--- src/rtl/tot_pkg.sv ---
package tot_pkg;
  // Register command codes
  localparam logic [7:0]  TOT_CMD_LIMIT      = 8'h62;
  localparam logic [7:0]  TOT_CMD_ACTION     = 8'h63;
  // Reset values of the two registers
  localparam logic [15:0] TOT_LIMIT_RST      = 16'h0000;
  localparam logic [7:0]  TOT_ACTION_RST     = 8'h00;
  // Field positions inside the action byte
  localparam int          TOT_RESP_HI        = 7;
  localparam int          TOT_RESP_LO        = 6;
  localparam int          TOT_RETRY_HI       = 5;
  localparam int          TOT_RETRY_LO       = 3;
  localparam int          TOT_TIME_HI        = 2;
  localparam int          TOT_TIME_LO        = 0;
  // Reaction codes
  localparam logic [1:0]  TOT_RESP_IGNORE    = 2'h0;
  localparam logic [1:0]  TOT_RESP_RUN_THEN  = 2'h1;
  localparam logic [1:0]  TOT_RESP_RETRY     = 2'h2;
  localparam logic [1:0]  TOT_RESP_LATCH     = 2'h3;
  localparam logic [2:0]  TOT_RETRY_NONE     = 3'h0;
  localparam logic [2:0]  TOT_RETRY_FOREVER  = 3'h7;
  // Millisecond tick: 1 ms at 200 MHz
  localparam int          TOT_CLK_MHZ        = 200;
  localparam int          TOT_MS_US          = 1000;
  localparam int          TOT_MS_CYCLES      = TOT_CLK_MHZ * TOT_MS_US;
  // Sequencer states, one-hot
  typedef enum logic [5:0] {
    TOT_ST_OFF   = 6'h01,
    TOT_ST_WAIT  = 6'h02,
    TOT_ST_RISE  = 6'h04,
    TOT_ST_ON    = 6'h08,
    TOT_ST_GRACE = 6'h10,
    TOT_ST_HOLD  = 6'h20
  } tot_state_t;
endpackage : tot_pkg

--- src/rtl/tot_tick.sv ---
`timescale 1ns/1ps
// Divider producing one-cycle enable pulses every PERIOD cycles
module tot_tick #(
  parameter int PERIOD = 200000
) (
  input  wire logic clock,
  input  wire logic rst,
  input  wire logic clr,
  output logic      tick
);
  logic [31:0] cnt_q;
  logic        wrap;

  // Wrap decode
  assign wrap = (cnt_q == 32'(PERIOD - 1));
  assign tick = wrap;

  // Restartable count so each window starts aligned
  always_ff @(posedge clock) begin
    if (rst || clr || wrap) begin
      cnt_q <= 32'h0;
    end else begin
      cnt_q <= cnt_q + 32'h1;
    end
  end
endmodule : tot_tick

--- src/rtl/tot_seq.sv ---
`timescale 1ns/1ps
//Contract
// - Fault when output misses threshold in time
// - Zero limit disables the timeout
// - Code 00 ignores fault, keeps running
// - Code 01 runs for delay, then retries
// - Code 10 disables output, then retries
// - Code 11 latches output off
// - Clear by bit, command, reset, bias
// - Clear by off-then-on enable command
// - Retry 000 means no restart
// - Retry 001 gives one restart
// - Retry 010 gives two restarts
// - Restart spacing from time field
// - Time code selects power-of-two units
// - Time unit follows output-voltage fault unit
// - Retry 011..110 give three to six
// - Retry 111 retries without limit
module tot_seq
  import tot_pkg::*;
#(
  parameter int MS_CYCLES = TOT_MS_CYCLES
) (
  input  wire logic        clock,
  input  wire logic        rst,
  input  wire logic        wr_en,
  input  wire logic        rd_en,
  input  wire logic [7:0]  cmd_code,
  input  wire logic [15:0] wr_data,
  output logic      [15:0] rd_data,
  input  wire logic        clear_faults,
  input  wire logic        clear_status_bit,
  input  wire logic        bias_lost,
  input  wire logic        enable_cmd,
  input  wire logic        turn_on_wait_done,
  input  wire logic        uv_reached_pin,
  input  wire logic        unit_tick,
  output logic             output_enable,
  output logic             fault_status,
  output logic             latched_off
);
  logic [15:0] limit_q;
  logic [7:0]  action_q;
  tot_state_t  state_q;
  tot_state_t  state_d;
  logic [15:0] ms_cnt_q;
  logic [7:0]  unit_cnt_q;
  logic [2:0]  tries_q;
  logic        fault_q;
  logic        latched_q;
  logic        en_prev_q;
  logic        uv_s1_q;
  logic        uv_s2_q;
  logic        ms_tick;
  logic        timing;

  wire  [1:0]  resp     = action_q[TOT_RESP_HI:TOT_RESP_LO];
  wire  [2:0]  retries  = action_q[TOT_RETRY_HI:TOT_RETRY_LO];
  wire  [2:0]  time_cd  = action_q[TOT_TIME_HI:TOT_TIME_LO];
  // Power-of-two units from the time code
  wire  [7:0]  delay_units = 8'h01 << time_cd;
  // Unit tick comes from the shared output-voltage fault unit
  wire         delay_done  = unit_tick && (unit_cnt_q + 8'h01 >= delay_units);
  wire         uv_ok       = uv_s2_q;
  // Zero limit never expires
  wire         limit_hit   = (limit_q != 16'h0000) && ms_tick && (ms_cnt_q + 16'h0001 >= limit_q);
  wire         timeout_ev  = (state_q == TOT_ST_RISE) && !uv_ok && limit_hit;
  wire         more_tries  = (retries == TOT_RETRY_FOREVER) || (tries_q < retries);
  // Off-then-on edge of the enable command clears a latch
  wire         reenable    = enable_cmd && !en_prev_q;
  wire         clear_ev    = clear_faults || clear_status_bit || bias_lost || reenable;
  wire         wr_limit    = wr_en && (cmd_code == TOT_CMD_LIMIT);
  wire         wr_action   = wr_en && (cmd_code == TOT_CMD_ACTION);
  // Sequencer events shared by the short register processes below
  wire         state_change = (state_d != state_q);
  wire         retry_start  = (state_q == TOT_ST_HOLD) && (state_d == TOT_ST_RISE);
  wire         seq_settled  = (state_d == TOT_ST_OFF) || (state_d == TOT_ST_ON);
  // Dropping to off while still commanded on means a fault shutdown
  wire         shut_latch   = (state_q != TOT_ST_OFF) && (state_d == TOT_ST_OFF) && enable_cmd;

  assign timing = (state_q == TOT_ST_RISE);

  tot_tick #(
    .PERIOD (MS_CYCLES)
  ) u_ms (
    .clock (clock),
    .rst   (rst),
    .clr   (!timing),
    .tick  (ms_tick)
  );

  // Level from the output comparator is asynchronous
  always_ff @(posedge clock) begin
    if (rst) begin
      uv_s1_q <= 1'b0;
      uv_s2_q <= 1'b0;
    end else begin
      uv_s1_q <= uv_reached_pin;
      uv_s2_q <= uv_s1_q;
    end
  end

  // Register writes
  always_ff @(posedge clock) begin
    if (rst) begin
      limit_q  <= TOT_LIMIT_RST;
      action_q <= TOT_ACTION_RST;
    end else begin
      if (wr_limit) limit_q <= wr_data;
      if (wr_action) action_q <= wr_data[7:0];
    end
  end

  // Read mux, registered
  always_ff @(posedge clock) begin
    if (rst) begin
      rd_data <= 16'h0000;
    end else if (rd_en) begin
      rd_data <= (cmd_code == TOT_CMD_LIMIT)  ? limit_q :
                 (cmd_code == TOT_CMD_ACTION) ? {8'h00, action_q} : 16'h0000;
    end
  end

  // Next state
  always_comb begin
    state_d = state_q;
    case (state_q)
      TOT_ST_OFF: begin
        if (enable_cmd && !latched_q) state_d = TOT_ST_WAIT;
      end
      TOT_ST_WAIT: begin
        if (!enable_cmd) state_d = TOT_ST_OFF;
        else if (turn_on_wait_done) state_d = TOT_ST_RISE;
      end
      TOT_ST_RISE: begin
        if (!enable_cmd) state_d = TOT_ST_OFF;
        else if (uv_ok) state_d = TOT_ST_ON;
        else if (timeout_ev) begin
          case (resp)
            TOT_RESP_IGNORE:   state_d = TOT_ST_ON;
            TOT_RESP_RUN_THEN: state_d = TOT_ST_GRACE;
            TOT_RESP_RETRY:    state_d = more_tries ? TOT_ST_HOLD : TOT_ST_OFF;
            default:           state_d = TOT_ST_OFF;
          endcase
        end
      end
      TOT_ST_GRACE: begin
        if (!enable_cmd) state_d = TOT_ST_OFF;
        else if (uv_ok) state_d = TOT_ST_ON;
        else if (delay_done) state_d = more_tries ? TOT_ST_HOLD : TOT_ST_OFF;
      end
      TOT_ST_HOLD: begin
        if (!enable_cmd) state_d = TOT_ST_OFF;
        else if (delay_done) state_d = TOT_ST_RISE;
      end
      TOT_ST_ON: begin
        if (!enable_cmd) state_d = TOT_ST_OFF;
      end
      default: state_d = TOT_ST_OFF;
    endcase
  end

  // State register and enable history for the re-enable edge
  always_ff @(posedge clock) begin
    if (rst) begin
      state_q   <= TOT_ST_OFF;
      en_prev_q <= 1'b0;
    end else begin
      state_q   <= state_d;
      en_prev_q <= enable_cmd;
    end
  end

  // Whole milliseconds spent rising, cleared outside the rise
  always_ff @(posedge clock) begin
    if (rst || !timing) begin
      ms_cnt_q <= 16'h0000;
    end else if (ms_tick) begin
      ms_cnt_q <= ms_cnt_q + 16'h0001;
    end
  end

  // Delay units since the state was entered; a tick on the entry edge is lost
  always_ff @(posedge clock) begin
    if (rst || state_change) begin
      unit_cnt_q <= 8'h00;
    end else if (unit_tick) begin
      unit_cnt_q <= unit_cnt_q + 8'h01;
    end
  end

  // Restarts used so far; wraps harmlessly only in the unlimited mode
  always_ff @(posedge clock) begin
    if (rst || seq_settled) begin
      tries_q <= 3'h0;
    end else if (retry_start) begin
      tries_q <= tries_q + 3'h1;
    end
  end

  // Sticky status; a new fault wins over a clear in the same cycle
  always_ff @(posedge clock) begin
    if (rst) begin
      fault_q <= 1'b0;
    end else if (timeout_ev) begin
      fault_q <= 1'b1;
    end else if (clear_ev) begin
      fault_q <= 1'b0;
    end
  end

  // Shutdown latch; only a clearing event lets the output start again
  always_ff @(posedge clock) begin
    if (rst) begin
      latched_q <= 1'b0;
    end else if (shut_latch) begin
      latched_q <= 1'b1;
    end else if (clear_ev) begin
      latched_q <= 1'b0;
    end
  end

  // Output is driven while rising, on, or running through grace
  assign output_enable = (state_q == TOT_ST_RISE) || (state_q == TOT_ST_ON) || (state_q == TOT_ST_GRACE);
  assign fault_status  = fault_q;
  assign latched_off   = latched_q;
endmodule : tot_seq

--- config.mk ---
export PLATFORM = sky130hd
export DESIGN_NAME = tot_seq
export DESIGN_NICKNAME = d
export VERILOG_FILES = /design/src/rtl/tot_pkg.sv /design/src/rtl/tot_tick.sv /design/src/rtl/tot_seq.sv
export SDC_FILE = /design/constraint.sdc
export NUM_CORES = 1
export LEC_CHECK = 0
export ABC_AREA = 1
export BUFFER_PORTS_ARGS = -buffer_cell sky130_fd_sc_hd__buf_2
export CAP_MARGIN = 20
export CORE_AREA = 2 2 120 122
export CTS_BUF_LIST = sky130_fd_sc_hd__clkbuf_4 sky130_fd_sc_hd__clkbuf_8
export DETAILED_ROUTE_END_ITERATION = 12
export DIE_AREA = 0 0 122 124
export SYNTH_ARGS = -nofsm -noshare
export SYNTH_HDL_FRONTEND = slang
export SYNTH_SLANG_ARGS = --single-unit
--- constraint.sdc ---
create_clock -name clock -period 3.7 [get_ports clock]
set_input_delay 0.185 -clock clock [delete_from_list [all_inputs] [get_ports clock]]
set_output_delay 0.185 -clock clock [all_outputs]
set_load 0.03 [all_outputs]
### Word level (Yosys, flattened, before mapping)

Cells that the tools add are included.

| word-level totals | value |
|---|---|
| register bits after elaboration | 110 |
| output and inout bits | 19 |
| logic and storage cells | 89 |

| cells by class | value |
|---|---|
| reduce and logical (&&, ||, !) cells | 31 |
| eq/ne operators | 17 |
| shifts and indexed selects | 1 |
| muxes and demuxes | 20 |
| magnitude comparators | 3 |
| add/sub/neg operators | 4 |

Operators by type and width:

| operator | count |
|---|---|
| $mux W6 | 13 |
| $pmux W6 S6 | 1 |
| $add A32 B1 Y32 const B | 1 |
| $eq A32 B18 Y1 const B | 1 |
| $pmux W6 S3 | 1 |
| $add A16 B1 Y16 const B | 1 |
| $eq A8 B7 Y1 const B | 2 |
| $ge A16 B16 Y1 | 1 |
| $mux W16 | 1 |
| $reduce_bool A16 Y1 | 1 |
| $eq A6 B1 Y1 const B | 2 |
| $eq A6 B3 Y1 const B | 2 |
| $eq A6 B4 Y1 const B | 2 |
| $logic_and A1 B1 Y1 | 12 |
| $logic_or A1 B1 Y1 | 11 |
| $add A8 B1 Y8 const B | 1 |
| $ge A8 B8 Y1 | 1 |
| $mux W8 | 1 |
| $shl A1 B3 Y8 const A | 1 |
| $eq A6 B2 Y1 const B | 1 |
| $eq A6 B5 Y1 const B | 1 |
| $eq A6 B6 Y1 const B | 1 |
| $ne A6 B1 Y1 const B | 1 |
| $ne A6 B6 Y1 | 1 |
| 9 further kinds | 15 |

### Logic depth before layout (Yosys ltp)

Gate-level depths: netlist of run 1.

| depth | value |
|---|---|
| depth after elaboration | 12 |
| gate-level depth with buffers | 24 |

### By module

Synthesis of run 1 repeated with hierarchy kept, for this count alone.

| unflattened totals | value |
|---|---|
| cell total of the unflattened synthesis | 923 |
| area total of the unflattened synthesis | 6327.3 um^2 |

Modules (own cells, without submodules):

| module | times used | seq. area each (um^2) | area each (um^2) | cells an instance |
|---|---|---|---|---|
| tot_seq | 1 | 1561.5 | 4420.5 | 604 |
| tot_tick | 1 | 640.6 | 1906.8 | 319 |

### Worst setup path after synthesis of run 1

Ideal clock, no wire load.

| timing | value |
|---|---|
| kind | register -> register |
| from | reg ms_cnt_q[0] |
| to | reg unit_cnt_q[0] |
| library setup time | 63 ps |
| data required time | 3637 ps |
| period minus slack after synthesis | 3293 ps |
| stages on the path, launching flop included | 23 |
| data arrival time | 3231 ps |
| path slack | 407 ps |
| path through | dfxtp_1 ha_1 nand3_1 nor3_1 nand3_1 nor3_1 nand3_1 nor3_1 xor2_1 inv_1 ha_1 nand2_1 nor3_1 nand2_1 nand2_1 nand3_1 o21ai_2 nand2_1 nand2_1 nand2_1 nor2_2 nand2_4 nor2_2 |

| on the way | value |
|---|---|
| word-level cells in the longest chain between the ends | 10 |

RTL lines:

| item | line | source |
|---|---|---|
| start, declared | tot_seq.sv:46 | `logic [15:0] ms_cnt_q;` |
| start signal, assigned | tot_seq.sv:179 | `ms_cnt_q <= ms_cnt_q + 16'h0001;` |
| $add A16 B1 Y16 | tot_seq.sv:66 | `wire limit_hit = (limit_q != 16'h0000) && ms_tick && (ms_cnt_q + 16'h0001 >= limit_q);` |
| $ge A16 B16 Y1 | tot_seq.sv:66 |  |
| $logic_and A1 B1 Y1 | tot_seq.sv:66 |  |
| $logic_and A1 B1 Y1 | tot_seq.sv:67 | `wire timeout_ev = (state_q == TOT_ST_RISE) && !uv_ok && limit_hit;` |
| $mux W6 | tot_seq.sv:138 | `else if (timeout_ev) begin` |
| $mux W6 | tot_seq.sv:137 | `else if (uv_ok) state_d = TOT_ST_ON;` |
| $mux W6 | tot_seq.sv:136 | `if (!enable_cmd) state_d = TOT_ST_OFF;` |
| $pmux W6 S6 | tot_seq.sv:127 | `case (state_q)` |
| $ne A6 B6 Y1 | tot_seq.sv:75 | `wire state_change = (state_d != state_q);` |
| $logic_or A1 B1 Y1 | tot_seq.sv:185 | `if (rst \|\| state_change) begin` |
| end signal, assigned | tot_seq.sv:188 | `unit_cnt_q <= unit_cnt_q + 8'h01;` |
| end, declared | tot_seq.sv:47 | `logic [7:0] unit_cnt_q;` |

No other way between the ends.
A chain may end at the register's enable or synchronous reset.

### Final worst setup path of run 1

| timing | value |
|---|---|
| from | reg ms_cnt_q[0] |
| to | reg unit_cnt_q[5] |

The elaborated chain is that of the path after synthesis.

==> results of run 1 <==
-- per-stage QoR --
step	std cells	hold slack, ns	utilization (%)
after floorplan	850	0.292	-
after global placement	1066	0.400	47.5
after detailed placement	1066	0.399	47.5
after CTS	1081	0.00438	48.8
after global routing	1083	0.0230	49.4
final	1083	0.0155	49.4
-- power by group --
group / switching (mW) / internal [mW]
Clock: 0.405 / 0.318
Sequential: 0.0135 / 1.20
Combinational: 0.121 / 0.0669
-- per-layer routing --
layer	part of all wire, %	vias up	wire [microns]	GRT usage [%]
met2	43	91	5610	28.4
met5	0	-	0	0
met1	52	2300	6780	24.8
met4	1.4	0	189	6.03
li1	-	2906	-	-
met3	3.9	14	511	2.52
-- state kept, by name, summed over array words and instances (netlist names) --
signal / cells
tries_q: 3
limit_q: 16
u_ms.cnt_q: 32
ms_cnt_q: 16
uv_ok: 1
latched_off: 1
en_prev_q: 1
state_q: 6
uv_s1_q: 1
unit_cnt_q: 8
rd_data: 16
action_q: 8
fault_status: 1
-- cell families (layout without fill, tap and decap cells) --
family                   Yosys count  count (layout)  synth area share (%)
multiplexers                       4               4                 0.658
AO/OA/AOI/OAI                    162             162                  14.9
buffers and inverters            153             206                  9.76
XOR/XNOR                          22              22                  3.16
AND/OR/NAND/NOR                  369             369                  29.2
adder cells (fa/ha/maj)           30              30                  6.16
flip-flops                       110             110                  36.2
-- cells in the mapped netlist (5+ instances only) --
library cell  number  area (sq um)
nand2_1          144           541
inv_1            126           473
dfxtp_1          110          2200
nor2_1            75           282
a21oi_1           70           350
o21ai_0           56           280
nand3_1           46           230
ha_1              30           375
nor3_1            28           140
nand4_1           24           150
xor2_1            18           158
nor2_2            17           106
clkbuf_1          15          56.3
o211ai_1          11          82.6
o221ai_1           8          70.1
nor2_4             7          78.8
or2_2              5          31.3
-- layout make-up --
type	count	share of cell area, %
Timing Repair Buffer	58	4.47
Inverter	133	7.41
Sequential cell	110	32.6
Clock buffer	10	1.94
Tap cell	180	3.32
Clock inverter	5	0.868
Multi-Input combinational cell	587	49.4
-- critical path, stage by stage (launching register included) --
cell and delay (ns):
dfxtp_4 0.37, ha_1 0.19, nand3_2 0.13, nor3_4 0.21
nand3_2 0.13, nor3_4 0.21, nand3_2 0.11, nor3_2 0.18
xor2_1 0.20, inv_1 0.07, ha_1 0.27, nand2_1 0.09
o21ai_1 0.13, a21oi_1 0.06, nand2_2 0.11, nand3_1 0.12
o21ai_2 0.16, nand2_1 0.10, nand2_1 0.08, nand2_1 0.06
nor2_2 0.14, nand2_4 0.12, nor2_2 0.10
-- path summary, 6_finish.rpt --
check                          endpoint  slack, ns  cells after the start
max reg2reg  unit_cnt_q[5]$_SDFFE_PP0P_       0.29                     22
min                  uv_s1_q$_SDFF_PP0_       0.02                      3
max          unit_cnt_q[5]$_SDFFE_PP0P_       0.29                     22
min reg2reg            uv_ok$_SDFF_PP0_       0.41                      2
-- cell usage in the layout (no fill, tap or decap), types with 3 or more instances in the layout --
cell	n
buf_4	5
dfxtp_1	108
xnor2_1	4
clkinv_1	4
buf_2	53
o211ai_1	11
nor2_1	75
nand2_4	3
clkbuf_8	9
inv_1	126
a21oi_1	70
o221ai_1	8
nand3_2	6
a22o_1	3
nor3_1	23
o22ai_1	4
nand3_1	43
o21ai_0	55
nor2_2	17
nand4_1	24
xor2_1	18
nand2_1	143
o21ai_1	3
ha_1	30
nor3_4	3
nand2_2	5
or2_2	5
nor2_4	7
nor3_2	4
mux2i_1	4
nor4_1	3
-- repair_timing --
item	4_1_cts	5_1_grt
setup buffers	0	2
setup endpoints to repair	0	14
resized for setup	0	15
==> impl_metrics.env, run 1 <==
export IMPL_r2r_start="ms_cnt_q[0]$_SDFFE_PP0N_"
export IMPL_postLayoutCellArea_sq_mm=0.00678
export IMPL_drt_pre_antenna_iters=6
export IMPL_fin_ws_ns=0.289
export IMPL_post_dp_hpwl_microns=9960
export IMPL_routedWlPerCell_microns=12.1
export IMPL_syn_instance_count=850
export IMPL_synthArstFlopShare_pct=0
export IMPL_nNetsFinal=964
export IMPL_coreArea_sq_mm=0.0137
export IMPL_final_max_slew_viol_count=0
export IMPL_status="finished, final reports clean"
export IMPL_ir_worst_vdd_v=0.000133
export IMPL_finalSetupTns_ns=0
export IMPL_path_clk_slew_ns=0.09
export IMPL_required_ns=4.02
export IMPL_grtUsageTotal_pct=17.8
export IMPL_power_density_mw_per_mm2=314
export IMPL_min_delay_path_class="in -> reg"
export IMPL_h_tree_depth=3
export IMPL_grt_first_pass_wirelength_microns=21700
export IMPL_finalWirelength_microns=13100
export IMPL_startpoint_type="flop"
export IMPL_yosysUniqueCellTypes=48
export IMPL_cts_buffers=9
export IMPL_power_leakage_nw=2.94
export IMPL_finalSetupViolCount=0
export IMPL_synthToLayoutAreaGrowth_pct=11.3
export IMPL_crit_start="ms_cnt_q[0]$_SDFFE_PP0N_"
export IMPL_post_dp_cell_area_sq_mm=0.00651
export IMPL_rows=43
export IMPL_final_hold_viol_count=0
export IMPL_routed_via_count=5311
export IMPL_worstMarginPinSlew_ns=0.889
export IMPL_ys_warn_count=0
export IMPL_drtIter0Drc=248
export IMPL_portBuffers=53
export IMPL_synth_edff_count=0
export IMPL_pre_cts_slack_ns=0.0243
export IMPL_ys_seq_elements=110
export IMPL_criticalPathCategory="reg -> reg"
export IMPL_grt_pass1_vias=4757
export IMPL_crit_path_end_kind="flop"
export IMPL_p_total_mw=2.12
export IMPL_die_x_microns=122
export IMPL_grt_start_max_net_pins=33
export IMPL_die_area_sq_mm=0.0151
export IMPL_min_period_ns=3.41
export IMPL_die_y_microns=124
export IMPL_slew_limit_headroom_pct=40.6
export IMPL_grt_antenna_before_repair=0
export IMPL_multi_input_area_sq_mm=0.00335
export IMPL_seq_area_frac_synth_pct=36.2
export IMPL_routabilityCongestion=0.883
export IMPL_avgViaCountPerCell=4.90
export IMPL_cts_sinks=110
export IMPL_fmax_ghz=0.293
export IMPL_drive_above_1_share_pct=14.6
export IMPL_n_antenna_cell=0
export IMPL_ctsHoldBuffers=0
export IMPL_postRouteAntennaNets=0
export IMPL_start_util_pct=44.4
export IMPL_overflow=0
export IMPL_hold_start="uv_reached_pin"
export IMPL_clockBufferDepth=2
export IMPL_netlist_area_sq_mm=0.00609
export IMPL_regArea_sq_mm=0.00221
export IMPL_synth_area_per_cell_sq_um=7.16
export IMPL_drc_errors=0
export IMPL_ys_flop_type="dfxtp_1"
export IMPL_cp_arrival_ns=3.74
export IMPL_clkLatencyLatePin_ns=0.39
export IMPL_synth_fp_nets=915
export IMPL_cts_tree="yes"
export IMPL_skew_ns=0.0186
export IMPL_fill_cells=1410
export IMPL_drv_cap=0
export IMPL_boundaryPins=54
export IMPL_cts_root_buf="clkbuf_8"
export IMPL_cp_max_fo=8
export IMPL_post_route_period_util_pct=92.2
Power figures use the tool's default switching activity.
==> run 2, diff against run 1 <==
--- a/config.mk
+++ b/config.mk
@@ -8,10 +8,9 @@
 export ABC_AREA = 1
 export BUFFER_PORTS_ARGS = -buffer_cell sky130_fd_sc_hd__buf_2
 export CAP_MARGIN = 20
-export CORE_AREA = 2 2 120 122
-export CTS_BUF_LIST = sky130_fd_sc_hd__clkbuf_4 sky130_fd_sc_hd__clkbuf_8
+export CORE_AREA = 2 2 123 125
 export DETAILED_ROUTE_END_ITERATION = 12
-export DIE_AREA = 0 0 122 124
+export DIE_AREA = 0 0 125 127
 export SYNTH_ARGS = -nofsm -noshare
 export SYNTH_HDL_FRONTEND = slang
 export SYNTH_SLANG_ARGS = --single-unit
==> impl_metrics.env, run 2 (same netlist as run 1, synthesis figures left out) <==
export IMPL_status="finished, final reports clean"
export IMPL_grt_first_pass_wirelength_microns=23000
export IMPL_path_cells="ha_2 > nand3_2 > nor3_4 > nand3_2 > nor3_4 > nand3_2 > nor3_2 > xor2_1 > inv_1 > ha_1 > nand2_1 > o21ai_1 > a21oi_2 > nand2_2 > nand2_1 > nand2_1 > nand2_1 > nand2_1 > nand3_1 > nand2_1 > nand3_2 > nor2_4 > nand2_4 > nor2_2"
export IMPL_routedWlPerCell_microns=12.5
export IMPL_final_hold_viol_count=0
export IMPL_largest_register_ffs=32
export IMPL_post_dp_hpwl_microns=9990
export IMPL_start_util_pct=42.2
export IMPL_skew_ns=0.0122
export IMPL_synthToLayoutAreaGrowth_pct=14.6
export IMPL_routabilityCongestion=0.864
export IMPL_grtUsageTotal_pct=17.4
export IMPL_die_area_sq_mm=0.0159
export IMPL_routed_via_count=5377
export IMPL_cts_buffers=9
export IMPL_crit_path_end_kind="flop"
export IMPL_cpLargestDelayFamily="simple AND/OR/NAND/NOR gates"
export IMPL_h_tree_depth=3
export IMPL_p_total_mw=2.47
export IMPL_ctsHoldBuffers=0
export IMPL_cts_sinks=110
export IMPL_drt_pre_antenna_iters=4
export IMPL_wl_met2_microns=6110
export IMPL_cp_max_fo=8
export IMPL_path_clk_slew_ns=0.07
export IMPL_coreArea_sq_mm=0.0144
export IMPL_layout_commonest_cell="nand2_1"
export IMPL_criticalPathCategory="reg -> reg"
export IMPL_grt_start_max_net_pins=46
export IMPL_grt_pass1_vias=4954
export IMPL_r2r_start="ms_cnt_q[0]$_SDFFE_PP0N_"
export IMPL_cp_arrival_ns=3.73
export IMPL_drc_errors=0
export IMPL_worstMarginPinSlew_ns=0.879
export IMPL_finalSetupViolCount=0
export IMPL_overflow=0
export IMPL_min_period_ns=3.44
export IMPL_min_delay_path_class="in -> reg"
export IMPL_finalWirelength_microns=13600
export IMPL_post_route_period_util_pct=92.9
export IMPL_nNetsFinal=965
export IMPL_wl_met1_microns=6900
export IMPL_final_max_slew_viol_count=0
export IMPL_die_y_microns=127
export IMPL_die_x_microns=125
export IMPL_ir_worst_vdd_v=0.000212
export IMPL_crit_buf_inv=1
export IMPL_fin_ws_ns=0.262
export IMPL_slew_limit_headroom_pct=41.3
export IMPL_clockBufferDepth=2
export IMPL_cpPeakStageDelay_ns=0.37
export IMPL_routed_wl_met3_microns=470
export IMPL_hold_start="uv_reached_pin"
export IMPL_grt_antenna_before_repair=0
export IMPL_portBuffers=53
export IMPL_power_density_mw_per_mm2=354
export IMPL_drtIter0Drc=282
export IMPL_crit_start="ms_cnt_q[0]$_SDFFE_PP0N_"
export IMPL_cts_root_buf="clkbuf_16"
export IMPL_cpMaxStageDelayCell="dfxtp_4"
export IMPL_regMostFlops="u_ms.cnt_q"
export IMPL_pre_cts_slack_ns=-0.0111
export IMPL_avgViaCountPerCell=4.94
export IMPL_top_layer_used="met4"
export IMPL_fmax_ghz=0.291
export IMPL_postRouteAntennaNets=0
export IMPL_rows=44
export IMPL_crit_path_frequent_cell="nand2_1"
export IMPL_clkLatencyLatePin_ns=0.36
export IMPL_drive_above_1_share_pct=15.8
export IMPL_cts_tree="yes"
export IMPL_startpoint_type="flop"
export IMPL_required_ns=4.00
export IMPL_boundaryPins=54
export IMPL_layout_common_cells="143 x nand2_1, 126 x inv_1, 107 x dfxtp_1, 73 x nor2_1, 69 x a21oi_1"
export IMPL_drv_cap=0
export IMPL_n_antenna_cell=0
export IMPL_power_leakage_nw=3.04
[run 2: per-stage QoR]
step                      cells  instance area [sq um]  setup TNS, ns  hold WS [ns]  util, %
after global placement     1070                   6520              0         0.402     45.2
final                      1089                   6980              0        0.0383     48.4
after CTS                  1086                   6850              0        0.0287     47.5
after detailed placement   1070                   6520        -0.0596         0.402     45.2
after floorplan             850                   6090              0         0.292        -
after global routing       1089                   6980         -0.577        0.0350     48.4
[run 2: worst register-to-register path, stage by stage, from the launching register on]
cell     delay, ns
dfxtp_4       0.37
ha_2          0.20
nand3_2       0.13
nor3_4        0.22
nand3_2       0.13
nor3_4        0.22
nand3_2       0.12
nor3_2        0.19
xor2_1        0.20
inv_1         0.06
ha_1          0.27
nand2_1       0.10
o21ai_1       0.17
a21oi_2       0.05
nand2_2       0.13
nand2_1       0.11
nand2_1       0.07
nand2_1       0.04
nand2_1       0.07
nand3_1       0.09
nand2_1       0.08
nand3_2       0.09
nor2_4        0.11
nand2_4       0.11
nor2_2        0.09
[run 2: area by class of cell]
cell class,count,area [sq um]
fill,1469,7450
multi-input combinational,587,3400
sequential,110,2210
inverter,133,502
timing repair buffer,59,310
tap,184,230
clock buffer,9,225
clock inverter,7,104
[run 2: power by group]
| part | internal, mW | switching [mW] | leakage (nW) | total (mW) |
|---|---|---|---|---|
| logic | 0.0668 | 0.124 | 1.99 | 0.190 |
| registers | 1.20 | 0.0135 | 0.892 | 1.21 |
| clock network | 0.603 | 0.461 | 0.161 | 1.06 |
[run 2: final timing paths]
path,endpoint,slack (ns),cells after the start
setup / recovery,unit_cnt_q[5]$_SDFFE_PP0P_,0.26,24
hold / removal,uv_s1_q$_SDFF_PP0_,0.04,3
setup reg to reg,unit_cnt_q[5]$_SDFFE_PP0P_,0.26,24
hold reg to reg,uv_ok$_SDFF_PP0_,0.41,2
[run 2: per-layer routing]
| layer | up-vias | GRT usage, % |
|---|---|---|
| met5 | - | 0 |
| met4 | 0 | 4.25 |
| met3 | 9 | 4.15 |
| met2 | 76 | 28.4 |
| met1 | 2381 | 23.4 |
| li1 | 2911 | - |
[run 2: repair_timing]
| item | CTS | global route |
|---|---|---|
| resized for setup | 1 | 26 |
| buffers inserted | 0 | 3 |
| endpoints found under the setup margin | 8 | 12 |
| pin swaps | 0 | 12 |
